==> src/include/pin_function_pkg.sv <==
// holds constants for the port 1 pins 0..4 function select block
// assumes an APB master with 32-bit data and one aligned word per register
//----------------------------------------------------------------------
// Overview of operation
// - config bit 0 set routes the pin to general I/O.
// - all config registers reset to zero; every function starts off.
// - bit 1 set adds the pin to pin-interrupt group A sources.
// - bit 2 set adds the pin to pin-interrupt group B sources.
// - each interrupt group combines all pins whose group bit is set.
// - one pin may feed both interrupt groups at once.
// - bit 5 on pins 0 and 2 drives motor PWM A positive.
// - bit 5 on pins 1 and 3 drives motor PWM A negative.
// - bit 5 on pin 4 drives motor PWM B positive.
// - bit 4 on pins 0..3 is capture/compare line 0..3.
// - bit 4 on pin 4 is the I2C master clock line.
// - bit 6 makes pin 2 slave-one data and pin 3 slave-one clock.
// - bit 6 on pin 4 is the slave-two clock line.
// - bit 7 on pins 0..3 routes the pin to an ADC D input.
// - bit 7 on pin 4 routes the RTC crystal output.
//----------------------------------------------------------------------
package pin_function_pkg;

  // geometry
  localparam int NUM_PINS = 5;
  localparam int CFG_W    = 8;
  localparam int DATA_W   = 32;
  localparam int ADDR_W   = 32;
  localparam int PIN_IDX_W = 3;

  // reset value of every config register
  localparam logic [CFG_W-1:0] CFG_RESET = 8'h00;

  // field positions inside a config register
  localparam int GENERAL_IO_BIT = 0;
  localparam int GRP_A_BIT      = 1;
  localparam int GRP_B_BIT      = 2;
  localparam int ALT_LOW_BIT    = 4;
  localparam int MOTOR_PWM_BIT  = 5;
  localparam int SLAVE_BIT      = 6;
  localparam int ANALOG_BIT     = 7;

  // register indices; byte address is the index times four
  localparam int WORD_SHIFT = 2;
  localparam logic [15:0] REG_IDX [NUM_PINS] = '{16'hA058, 16'hA059, 16'hA05A, 16'hA05B, 16'hA05C};

  // implemented bits per pin, bit 3 never, bit 6 only on pins 2..4
  localparam logic [CFG_W-1:0] IMPL_MASK [NUM_PINS] = '{8'hB7, 8'hB7, 8'hF7, 8'hF7, 8'hF7};

  // pins with a special role
  localparam int SLAVE1_DATA_PIN = 2;
  localparam int SLAVE1_CLK_PIN  = 3;
  localparam int TOP_PIN         = 4;

  // level a routed-off I2C input shows, an idle released bus
  localparam logic I2C_IDLE = 1'b1;

  // read data above the register width
  localparam logic [DATA_W-CFG_W-1:0] READ_PAD = 24'h000000;

endpackage

==> src/core/port1_low_pin_function_select.sv <==
// function select for port 1 pins 0..4: config registers and pad routing
// assumes APB master on clock_i, peripherals supply drive and take pad inputs
module port1_low_pin_function_select (
  // clock and reset
  input  wire logic                                  clock_i,
  input  wire logic                                  reset_n_i,
  // apb slave
  input  wire logic                                  psel_i,
  input  wire logic                                  penable_i,
  input  wire logic                                  pwrite_i,
  input  wire logic [pin_function_pkg::ADDR_W-1:0]   paddr_i,
  input  wire logic [pin_function_pkg::DATA_W-1:0]   pwdata_i,
  input  wire logic [3:0]                            pstrb_i,
  output logic                                       pready_o,
  output logic                                       pslverr_o,
  output logic [pin_function_pkg::DATA_W-1:0]        prdata_o,
  // pads
  input  wire logic [pin_function_pkg::NUM_PINS-1:0] pad_in_i,
  output logic [pin_function_pkg::NUM_PINS-1:0]      pad_out_o,
  output logic [pin_function_pkg::NUM_PINS-1:0]      pad_oe_o,
  // general io
  input  wire logic [pin_function_pkg::NUM_PINS-1:0] general_io_out_i,
  input  wire logic [pin_function_pkg::NUM_PINS-1:0] general_io_oe_i,
  output logic [pin_function_pkg::NUM_PINS-1:0]      general_io_in_o,
  // pin interrupt groups
  output logic [pin_function_pkg::NUM_PINS-1:0]      pin_irq_group_a_src_o,
  output logic [pin_function_pkg::NUM_PINS-1:0]      pin_irq_group_b_src_o,
  output logic                                       pin_irq_group_a_o,
  output logic                                       pin_irq_group_b_o,
  // motor pwm unit
  input  wire logic                                  motor_pwm_a_pos_i,
  input  wire logic                                  motor_pwm_a_neg_i,
  input  wire logic                                  motor_pwm_b_pos_i,
  // capture/compare channels 0..3
  input  wire logic [3:0]                            capcmp_out_i,
  input  wire logic [3:0]                            capcmp_oe_i,
  output logic [3:0]                                 capcmp_in_o,
  // i2c lines, *_low_i high means pull the line low
  input  wire logic                                  master_clock_low_i,
  output logic                                       master_clock_in_o,
  input  wire logic                                  slave1_data_low_i,
  output logic                                       slave1_data_in_o,
  input  wire logic                                  slave1_clock_low_i,
  output logic                                       slave1_clock_in_o,
  input  wire logic                                  slave2_clock_low_i,
  output logic                                       slave2_clock_in_o,
  // analog routing
  output logic [3:0]                                 adc_d_select_o,
  output logic                                       rtc_crystal_out_select_o
);

  //--------------------------------------------------------------------
  // address decode
  //--------------------------------------------------------------------

  // maps a byte address to a pin number, NUM_PINS when unmapped
  // the whole address takes part in the match, so there are no aliases
  function automatic logic [pin_function_pkg::PIN_IDX_W-1:0] addr_to_pin(
    input logic [pin_function_pkg::ADDR_W-1:0] addr
  );
    logic [pin_function_pkg::PIN_IDX_W-1:0] hit;
    hit = pin_function_pkg::PIN_IDX_W'(pin_function_pkg::NUM_PINS);
    for (int p = 0; p < pin_function_pkg::NUM_PINS; p++) begin
      if (addr == (pin_function_pkg::ADDR_W'(pin_function_pkg::REG_IDX[p]) << pin_function_pkg::WORD_SHIFT)) begin
        hit = pin_function_pkg::PIN_IDX_W'(p);
      end
    end
    return hit;
  endfunction

  logic [pin_function_pkg::PIN_IDX_W-1:0] sel_pin;
  logic                                   sel_hit;

  // decoded once, shared by read and write paths
  always_comb begin
    sel_pin = addr_to_pin(paddr_i);
    sel_hit = (sel_pin != pin_function_pkg::PIN_IDX_W'(pin_function_pkg::NUM_PINS));
  end

  logic                                  access_ph;
  logic [pin_function_pkg::NUM_PINS-1:0] wr_hit;

  // access phase of any transfer, shared by the error and write paths
  assign access_ph = psel_i & penable_i;

  // one write strobe per register; lane 0 carries all eight bits,
  // so a write with pstrb_i[0] low leaves every register alone
  generate
    for (genvar p = 0; p < pin_function_pkg::NUM_PINS; p++) begin : g_wr_hit
      assign wr_hit[p] = access_ph & pwrite_i & pstrb_i[0] & sel_hit &
                         (sel_pin == pin_function_pkg::PIN_IDX_W'(p));
    end
  endgenerate

  // zero wait states; unmapped access answers with an error
  // no sideband for the error: software sees only pslverr_o
  assign pready_o  = 1'b1;
  assign pslverr_o = access_ph & ~sel_hit;

  //--------------------------------------------------------------------
  // configuration registers
  //--------------------------------------------------------------------

  logic [pin_function_pkg::CFG_W-1:0] cfg_ff     [pin_function_pkg::NUM_PINS];
  logic [pin_function_pkg::CFG_W-1:0] nxt_cfg    [pin_function_pkg::NUM_PINS];
  logic [pin_function_pkg::DATA_W-1:0] prdata_ff;
  logic [pin_function_pkg::DATA_W-1:0] nxt_prdata;

  // write in the access phase, only lane 0 holds register bits
  always_comb begin
    for (int p = 0; p < pin_function_pkg::NUM_PINS; p++) begin
      nxt_cfg[p] = cfg_ff[p];
      if (wr_hit[p]) begin
        nxt_cfg[p] = pwdata_i[pin_function_pkg::CFG_W-1:0] & pin_function_pkg::IMPL_MASK[p];
      end
    end
  end

  // read data captured in setup so it is ready in the access phase
  // unmapped reads return zero rather than the last value
  always_comb begin
    nxt_prdata = prdata_ff;
    if (psel_i && !penable_i && !pwrite_i) begin
      nxt_prdata = '0;
      if (sel_hit) begin
        nxt_prdata = {pin_function_pkg::READ_PAD, cfg_ff[sel_pin]};
      end
    end
  end

  always_ff @(posedge clock_i) begin
    if (!reset_n_i) begin
      for (int p = 0; p < pin_function_pkg::NUM_PINS; p++) begin
        cfg_ff[p] <= pin_function_pkg::CFG_RESET;
      end
      prdata_ff <= '0;
    end else begin
      for (int p = 0; p < pin_function_pkg::NUM_PINS; p++) begin
        cfg_ff[p] <= nxt_cfg[p];
      end
      prdata_ff <= nxt_prdata;
    end
  end

  assign prdata_o = prdata_ff;

  //--------------------------------------------------------------------
  // pad output routing
  //--------------------------------------------------------------------

  logic [pin_function_pkg::NUM_PINS-1:0] pad_out_ff;
  logic [pin_function_pkg::NUM_PINS-1:0] pad_oe_ff;
  logic [pin_function_pkg::NUM_PINS-1:0] nxt_pad_out;
  logic [pin_function_pkg::NUM_PINS-1:0] nxt_pad_oe;

  // priority analog > slave i2c > bit 4 > motor pwm > general io,
  // so a careless double select never lets two drivers fight the pad
  generate
    for (genvar p = 0; p < pin_function_pkg::NUM_PINS; p++) begin : g_drive
      always_comb begin
        nxt_pad_out[p] = 1'b0;
        nxt_pad_oe[p]  = 1'b0;
        if (cfg_ff[p][pin_function_pkg::ANALOG_BIT]) begin
          // pad left undriven for the analog path
          nxt_pad_oe[p] = 1'b0;
        end else if (cfg_ff[p][pin_function_pkg::SLAVE_BIT]) begin
          // open-drain style: only ever drive low
          if (p == pin_function_pkg::SLAVE1_DATA_PIN) begin
            nxt_pad_oe[p] = slave1_data_low_i;
          end else if (p == pin_function_pkg::SLAVE1_CLK_PIN) begin
            nxt_pad_oe[p] = slave1_clock_low_i;
          end else if (p == pin_function_pkg::TOP_PIN) begin
            nxt_pad_oe[p] = slave2_clock_low_i;
          end
        end else if (cfg_ff[p][pin_function_pkg::ALT_LOW_BIT]) begin
          if (p == pin_function_pkg::TOP_PIN) begin
            nxt_pad_oe[p] = master_clock_low_i;
          end else begin
            nxt_pad_out[p] = capcmp_out_i[p % 4];
            nxt_pad_oe[p]  = capcmp_oe_i[p % 4];
          end
        end else if (cfg_ff[p][pin_function_pkg::MOTOR_PWM_BIT]) begin
          nxt_pad_oe[p] = 1'b1;
          if (p == pin_function_pkg::TOP_PIN) begin
            nxt_pad_out[p] = motor_pwm_b_pos_i;
          end else if (p % 2 == 0) begin
            nxt_pad_out[p] = motor_pwm_a_pos_i;
          end else begin
            nxt_pad_out[p] = motor_pwm_a_neg_i;
          end
        end else if (cfg_ff[p][pin_function_pkg::GENERAL_IO_BIT]) begin
          nxt_pad_out[p] = general_io_out_i[p];
          nxt_pad_oe[p]  = general_io_oe_i[p];
        end
      end
    end
  endgenerate

  // registered pads: one cycle of latency, no glitches on select changes
  // trade-off: every driven pin lags its peripheral by one clock
  always_ff @(posedge clock_i) begin
    if (!reset_n_i) begin
      pad_out_ff <= '0;
      pad_oe_ff  <= '0;
    end else begin
      pad_out_ff <= nxt_pad_out;
      pad_oe_ff  <= nxt_pad_oe;
    end
  end

  assign pad_out_o = pad_out_ff;
  assign pad_oe_o  = pad_oe_ff;

  //--------------------------------------------------------------------
  // pad input routing
  //--------------------------------------------------------------------

  logic [pin_function_pkg::NUM_PINS-1:0] gio_in_ff, nxt_gio_in;
  logic [pin_function_pkg::NUM_PINS-1:0] grp_a_ff, nxt_grp_a;
  logic [pin_function_pkg::NUM_PINS-1:0] grp_b_ff, nxt_grp_b;
  logic [3:0]                            cap_in_ff, nxt_cap_in;
  logic [3:0]                            adc_sel_ff, nxt_adc_sel;
  logic                                  rtc_sel_ff, nxt_rtc_sel;
  logic                                  mclk_in_ff, nxt_mclk_in;
  logic                                  s1d_in_ff, nxt_s1d_in;
  logic                                  s1c_in_ff, nxt_s1c_in;
  logic                                  s2c_in_ff, nxt_s2c_in;

  // inputs pass one register, so a pin edge reaches its group a cycle late
  // deselected inputs read low; deselected i2c inputs read idle high
  always_comb begin
    for (int p = 0; p < pin_function_pkg::NUM_PINS; p++) begin
      nxt_gio_in[p] = pad_in_i[p] & cfg_ff[p][pin_function_pkg::GENERAL_IO_BIT];
      nxt_grp_a[p]  = pad_in_i[p] & cfg_ff[p][pin_function_pkg::GRP_A_BIT];
      nxt_grp_b[p]  = pad_in_i[p] & cfg_ff[p][pin_function_pkg::GRP_B_BIT];
    end
    for (int c = 0; c < 4; c++) begin
      nxt_cap_in[c]  = pad_in_i[c] & cfg_ff[c][pin_function_pkg::ALT_LOW_BIT];
      nxt_adc_sel[c] = cfg_ff[c][pin_function_pkg::ANALOG_BIT];
    end
    nxt_rtc_sel = cfg_ff[pin_function_pkg::TOP_PIN][pin_function_pkg::ANALOG_BIT];
    nxt_mclk_in = pin_function_pkg::I2C_IDLE;
    nxt_s1d_in  = pin_function_pkg::I2C_IDLE;
    nxt_s1c_in  = pin_function_pkg::I2C_IDLE;
    nxt_s2c_in  = pin_function_pkg::I2C_IDLE;
    if (cfg_ff[pin_function_pkg::TOP_PIN][pin_function_pkg::ALT_LOW_BIT]) begin
      nxt_mclk_in = pad_in_i[pin_function_pkg::TOP_PIN];
    end
    if (cfg_ff[pin_function_pkg::SLAVE1_DATA_PIN][pin_function_pkg::SLAVE_BIT]) begin
      nxt_s1d_in = pad_in_i[pin_function_pkg::SLAVE1_DATA_PIN];
    end
    if (cfg_ff[pin_function_pkg::SLAVE1_CLK_PIN][pin_function_pkg::SLAVE_BIT]) begin
      nxt_s1c_in = pad_in_i[pin_function_pkg::SLAVE1_CLK_PIN];
    end
    if (cfg_ff[pin_function_pkg::TOP_PIN][pin_function_pkg::SLAVE_BIT]) begin
      nxt_s2c_in = pad_in_i[pin_function_pkg::TOP_PIN];
    end
  end

  always_ff @(posedge clock_i) begin
    if (!reset_n_i) begin
      gio_in_ff  <= '0;
      grp_a_ff   <= '0;
      grp_b_ff   <= '0;
      cap_in_ff  <= '0;
      adc_sel_ff <= '0;
      rtc_sel_ff <= 1'b0;
      mclk_in_ff <= pin_function_pkg::I2C_IDLE;
      s1d_in_ff  <= pin_function_pkg::I2C_IDLE;
      s1c_in_ff  <= pin_function_pkg::I2C_IDLE;
      s2c_in_ff  <= pin_function_pkg::I2C_IDLE;
    end else begin
      gio_in_ff  <= nxt_gio_in;
      grp_a_ff   <= nxt_grp_a;
      grp_b_ff   <= nxt_grp_b;
      cap_in_ff  <= nxt_cap_in;
      adc_sel_ff <= nxt_adc_sel;
      rtc_sel_ff <= nxt_rtc_sel;
      mclk_in_ff <= nxt_mclk_in;
      s1d_in_ff  <= nxt_s1d_in;
      s1c_in_ff  <= nxt_s1c_in;
      s2c_in_ff  <= nxt_s2c_in;
    end
  end

  // group outputs: any enabled pin that is high raises the group
  // edge or level sensing is left to the interrupt unit
  assign pin_irq_group_a_src_o = grp_a_ff;
  assign pin_irq_group_b_src_o = grp_b_ff;
  assign pin_irq_group_a_o     = |grp_a_ff;
  assign pin_irq_group_b_o     = |grp_b_ff;

  assign general_io_in_o          = gio_in_ff;
  assign capcmp_in_o              = cap_in_ff;
  assign adc_d_select_o           = adc_sel_ff;
  assign rtc_crystal_out_select_o = rtc_sel_ff;
  assign master_clock_in_o        = mclk_in_ff;
  assign slave1_data_in_o         = s1d_in_ff;
  assign slave1_clock_in_o        = s1c_in_ff;
  assign slave2_clock_in_o        = s2c_in_ff;

endmodule

==> config.mk <==
export PLATFORM = sky130hd
export DESIGN_NAME = port1_low_pin_function_select
export DESIGN_NICKNAME = d
export VERILOG_FILES = /design/src/include/pin_function_pkg.sv /design/src/core/port1_low_pin_function_select.sv
export SDC_FILE = /design/constraint.sdc
export NUM_CORES = 1
export LEC_CHECK = 0
export ABC_AREA = 1
export BUFFER_PORTS_ARGS = -buffer_cell sky130_fd_sc_hd__buf_2
export CAP_MARGIN = 5
export CORE_MARGIN = 4
export CORE_UTILIZATION = 43
export CTS_CLUSTER_SIZE = 10
export DETAILED_ROUTE_END_ITERATION = 8
export PLACE_DENSITY = 0.81
export SYNTH_ARGS = -nofsm -noshare
export SYNTH_HDL_FRONTEND = slang
export SYNTH_SLANG_ARGS = --single-unit
==> constraint.sdc <==
create_clock -name clock_i -period 1.4 [get_ports clock_i]
set_input_delay 0.14 -clock clock_i [delete_from_list [all_inputs] [get_ports clock_i]]
set_output_delay 0.14 -clock clock_i [all_outputs]
set_load 0.01 [all_outputs]
# ---- Yosys cells after proc, flatten, opt, wreduce, memory -nomap -nowiden
# Memories as Yosys holds them, arrays and structs flattened.
# Cells that the tools add are included.
dict set report classes {
  bitwise_logic 36
  n_eq_ne 10
  mux 50
  mul 0
  n_lt_le_gt_ge 0
  addsub 0
  n_reduce_logical 19
  shift 0
  div 0
}
# op count
set ops {}
lappend ops {{32-bit by 18-bit == test with 1-bit output (second input constant)} 5}
lappend ops {{8-bit two-way mux} 11}
lappend ops {{1-bit two-way mux} 34}
lappend ops {{1-bit bitwise AND} 29}
lappend ops {{3-bit two-way mux} 5}
lappend ops {{3-bit OR reduction} 4}
lappend ops {{5-bit OR reduction} 2}
lappend ops {{2-bit AND reduction} 4}
lappend ops {{3-bit by 2-bit == test with 1-bit output (second input constant)} 2}
lappend ops {{2-bit OR reduction} 3}
lappend ops {{1-bit bitwise OR} 5}
lappend ops {{4-bit OR reduction} 1}
lappend ops {{3-bit by 1-bit == test with 1-bit output (second input constant)} 1}
lappend ops {{3-bit == test (second input constant)} 1}
lappend ops {{3-bit zero test} 1}
lappend ops {{3-bit != test (second input constant)} 1}
lappend ops {{1-bit logical AND} 2}
lappend ops {{1-bit zero test} 2}
lappend ops {{1-bit NOT} 2}
dict set report word_totals {
  wordCells 137
  n_memories 1
  reg_bits 70
  out_inout_bits 74
  ramBits 40
  input_bits 103
  romBits 0
  latchBits 0
}
# name words word_bits rd rd_clocked_by_memory_dff wr line_no
set mem_list {}
lappend mem_list {cfg_ff 5 8 6 0 5 port1_low_pin_function_select.sv:104} ;# logic [pin_function_pkg::CFG_W-1:0] cfg_ff [pin_function_pkg::NUM_PINS];

# ---- Longest topological paths before layout
dict set report depth {
  word_depth 11
  mapped_depth 15
  ltp_nobuf 15
}

# ---- Least setup slack after synthesis
# Ideal clock, no wire load.
dict set report synth_timing {
  path_type {input port to flip-flop}
  from {in paddr_i[7] (netlist bit)}
  to {mem cfg_ff[2][6] (netlist bit)}
  path_buffers 1
  stages 14
  required_time_ns 1.266
  slack_ns -0.075
  setup_ns 0.134
  arrival_ns 1.342
  path_cell_list {inv_2 -> nand2_2 -> inv_2 -> nand2_2 -> nor2_1 -> nand2_2 -> nor2_8 -> nor2_4 -> nand3_4 -> nand2_4 -> nor2_8 -> buf_12 -> nor2_1 -> nor3_2}
}
# element line_no
set synth_rtl {}
lappend synth_rtl {{from (decl)} port1_low_pin_function_select.sv:11} ;# input wire logic [pin_function_pkg::ADDR_W-1:0] paddr_i,
lappend synth_rtl {{to (decl)} port1_low_pin_function_select.sv:104}

==> flow_summary.json <==
{
  "status": "complete, but fails checks",
  "failed_checks": "negative setup slack",
  "h-tree-depth": 3,
  "share_of_synthesized_area_occupied_by_flip_flops_and_latches_pct": 39.28,
  "route.detailed.drc": 0,
  "synthFlopType": "dfxtp_1",
  "nFillCells": 782,
  "routability_cong": 0.8629,
  "post_cts_hold_buffer_count": 0,
  "start_kind": "input port",
  "synth-edff-count": 0,
  "maxCapViolCount": 0,
  "final_common_cell": "buf_2",
  "tns_ps": -467.8,
  "die_area_mm2": 0.01085,
  "power.switching_fraction_pct": 26.28,
  "period_minus_slack_ps": 1476,
  "floorplan.initialDensity_pct": 44.92,
  "clock.fmax_mhz": 677.4,
  "floorplan.rows": 34,
  "first_global_vias": 3761,
  "synth.area.top_cells": "dfxtp_1, nand2_1, inv_1",
  "yosysWarningCount": 0,
  "ys_ff_latch": 78,
  "most_frequent_cells_in_the_layout": "buf_2, dfxtp_1, inv_1",
  "num-nets-final": 799,
  "drive_above_1_share_pct": 43.08,
  "worst_slew_pin_slew_ps": 503.7,
  "dr_total_vias": 3993,
  "detail_route.iter0.violations": 222,
  "path_max_fanout": 6,
  "die-width_um": 104.1,
  "pre_cts_worst_setup_slack_ps": -351.2,
  "cell_breakdown_of_the_critical_path": "buf_8 > nor2_4 > nand2_2 > inv_2 > nand2_2 > nor2_4 > nand2_4 > nand3_4 > buf_6 > nand4_1 > buf_6 > o21ai_2 > a21oi_2",
  "required_time_of_the_critical_path_ps": 1650,
  "io_pins": 177,
  "worst_slew_margin_rel_pct": 66.16,
  "internal-power_uw": 3071,
  "clock_tree.buffer_depth": 2,
  "cts_made_buffers": 9,
  "report.final.hold_viol_count": 0,
  "total_switching_power_uw": 1095,
  "power.clock.fraction_pct": 36.8,
  "async_reset_ff_share_pct": 0,
  "core_mm2": 0.008848,
  "cts.sink_count": 78,
  "die_height_um": 104.1,
  "critical_path_arrival_ps": 1730,
  "globalRouteOverflowTotal": 0,
  "cell_with_the_biggest_individual_delay_on_the_critical_path": "nor2_4",
  "cts_root_buffer": "clkbuf_8",
  "yosysTopAreaCell": "dfxtp_1",
  "report.final.slew_viol_count": 0,
  "final.setup.worst_slack_ps": -76.28,
  "finalSetupViolations": 12,
  "synth.top_cell.area_share_pct": 39.28,
  "power-per-cell-area_mw_per_mm2": 764.8,
  "critPathMaxStageDelay_ps": 240,
  "clock_tree_from_tritoncts": "done",
  "finalWirelength_um": 11510,
  "hold_class": "in -> reg",
  "ir_worst_vdd_mv": 0.3971,
  "setup.reg_to_reg.worst_slack_ps": 270,
  "seq_power_share_pct": 53.2,
  "clock-skew-final_ps": 9.919,
  "insertion_delay_ps": 360,
  "portBuffers": 122,
  "path_class": "in -> reg",
  "synth_cell_types": 30,
  "power.static_leakage_uw": 0.002563,
  "setup.worst_path.end_class": "register",
  "rsz_0062_raised_after_global_routing": "yes",
  "netlist_area_mm2": 0.003975,
  "syn_inst": 542,
  "grt_first_pass_wirelength_um": 17710,
  "syn-mean-instance-area_um2": 7.334,
  "place_hpwl_um": 8633,
  "wl_per_cell_um": 14.23,
  "viasPerCell": 4.936,
  "count_of_nets_left_with_antenna_violations_after_detail_routing": 0,
  "detail_route.first_pass.iterations": 5,
  "number_of_antenna_repair_diodes": 0,
  "flow.area_growth_from_synthesis_pct": 37.02,
  "global_router_s_overall_resource_usage_pct": 19.88,
  "pin_count_of_the_biggest_net_entering_global_routing": 31,
  "final_min_period_over_clock_period_pct": 105.4,
  "comb_power_share_pct": 10.0,
  "number_of_antenna_violations_at_the_first_check_in_global_routing": 0,
  "path_clk_slew_ps": 90
}
[routing by layer]
layer	track usage, %	up-vias	wire [um]
li1	-	1983	-
met1	23.85	1826	4684
met2	35.38	169	5790
met3	3.662	15	841
met4	7.123	0	192
met5	0	-	0
[sequential cells by signal, summed over array words and instances, names as in the netlist]
signal                    cells
pin_irq_group_b_src_o         5
pad_oe_o                      5
rtc_crystal_out_select_o      1
general_io_in_o               5
prdata_o                      7
adc_d_select_o                4
pin_irq_group_a_src_o         5
capcmp_in_o                   4
pad_out_o                     5
master_clock_in_o             1
slave1_data_in_o              1
slave2_clock_in_o             1
slave1_clock_in_o             1
cfg_ff                       33
[cells by family after synthesis]
kind of cell	share of synthesized area, %
other cells	0.1889
compound gates	13.82
buf+inv	16.37
flops	39.28
simple gates	30.34
[cells in the mapped netlist, types with 9 or more instances]
master    number
a21oi_1       30
nor2_1        60
nor3_1        21
dfxtp_1       78
nand3_1       34
nor2_2        11
buf_4         28
a211oi_2      12
o21ai_0       26
nand2_1       85
inv_1         84
nand2_2        9
[through the flow]
stage                     hold slack, ps  util [%]  total power (uW)  cell area (um2)  cells
after CTS                          14.15     57.78              4144             5112    797
after detailed placement           387.2     53.82              2621             4762    774
after global placement             390.6     53.82              2609             4762    774
final                              27.17     61.55              4166             5446    809
after global routing               21.97     61.55              4331             5446    809
after floorplan                    246.6         -              2491             4184    566
[path summary, 6_finish.rpt]
path                             startpoint                            to  depth (start not counted)
setup reg to reg  cfg_ff[2][7]$_SDFFE_PN0P_       pad_out_o[2]$_SDFF_PP0_                          4
hold reg to reg   cfg_ff[0][7]$_SDFFE_PN0P_  adc_d_select_o[0]$_SDFF_PN0_                          2
hold / removal                  pad_in_i[3]  slave1_clock_in_o$_SDFF_PN1_                          3
setup / recovery                paddr_i[31]     cfg_ff[0][7]$_SDFFE_PN0P_                         13
[critical path, delay by kind of cell]
kind	cells	cell delay [ps]
AOI/OAI and AO/OA	2	180
and+or+nand+nor	7	910
buffers and inverters	4	490
[timing repair]
item | in CTS | in global routing
setup buffers | 6 | 9
gates resized for setup | 34 | 74
setup endpoints to repair | 1 | 41
gates cloned | 1 | 3
pin swaps | 23 | 28
[final cells by class]
class	count	area [um2]	share of cell area [%]
Sequential cell	78	1562	28.67
Clock buffer	11	141.4	2.596
Multi-Input combinational cell	359	2221	40.78
Inverter	93	369.1	6.777
Timing Repair Buffer	155	984.7	18.08
Clock inverter	5	33.78	0.6203
Tap cell	108	135.1	2.481
[power groups by stage]
stage                     logic, uW  clock network [uW]  registers [uW]
after floorplan                 223                   0            2270
after global placement          341                   0            2270
after detailed placement        353                   0            2270
after CTS                       376                1550            2220
after global routing            453                1660            2220
final                           416                1530            2220
(Power assumes the default switching activity.)
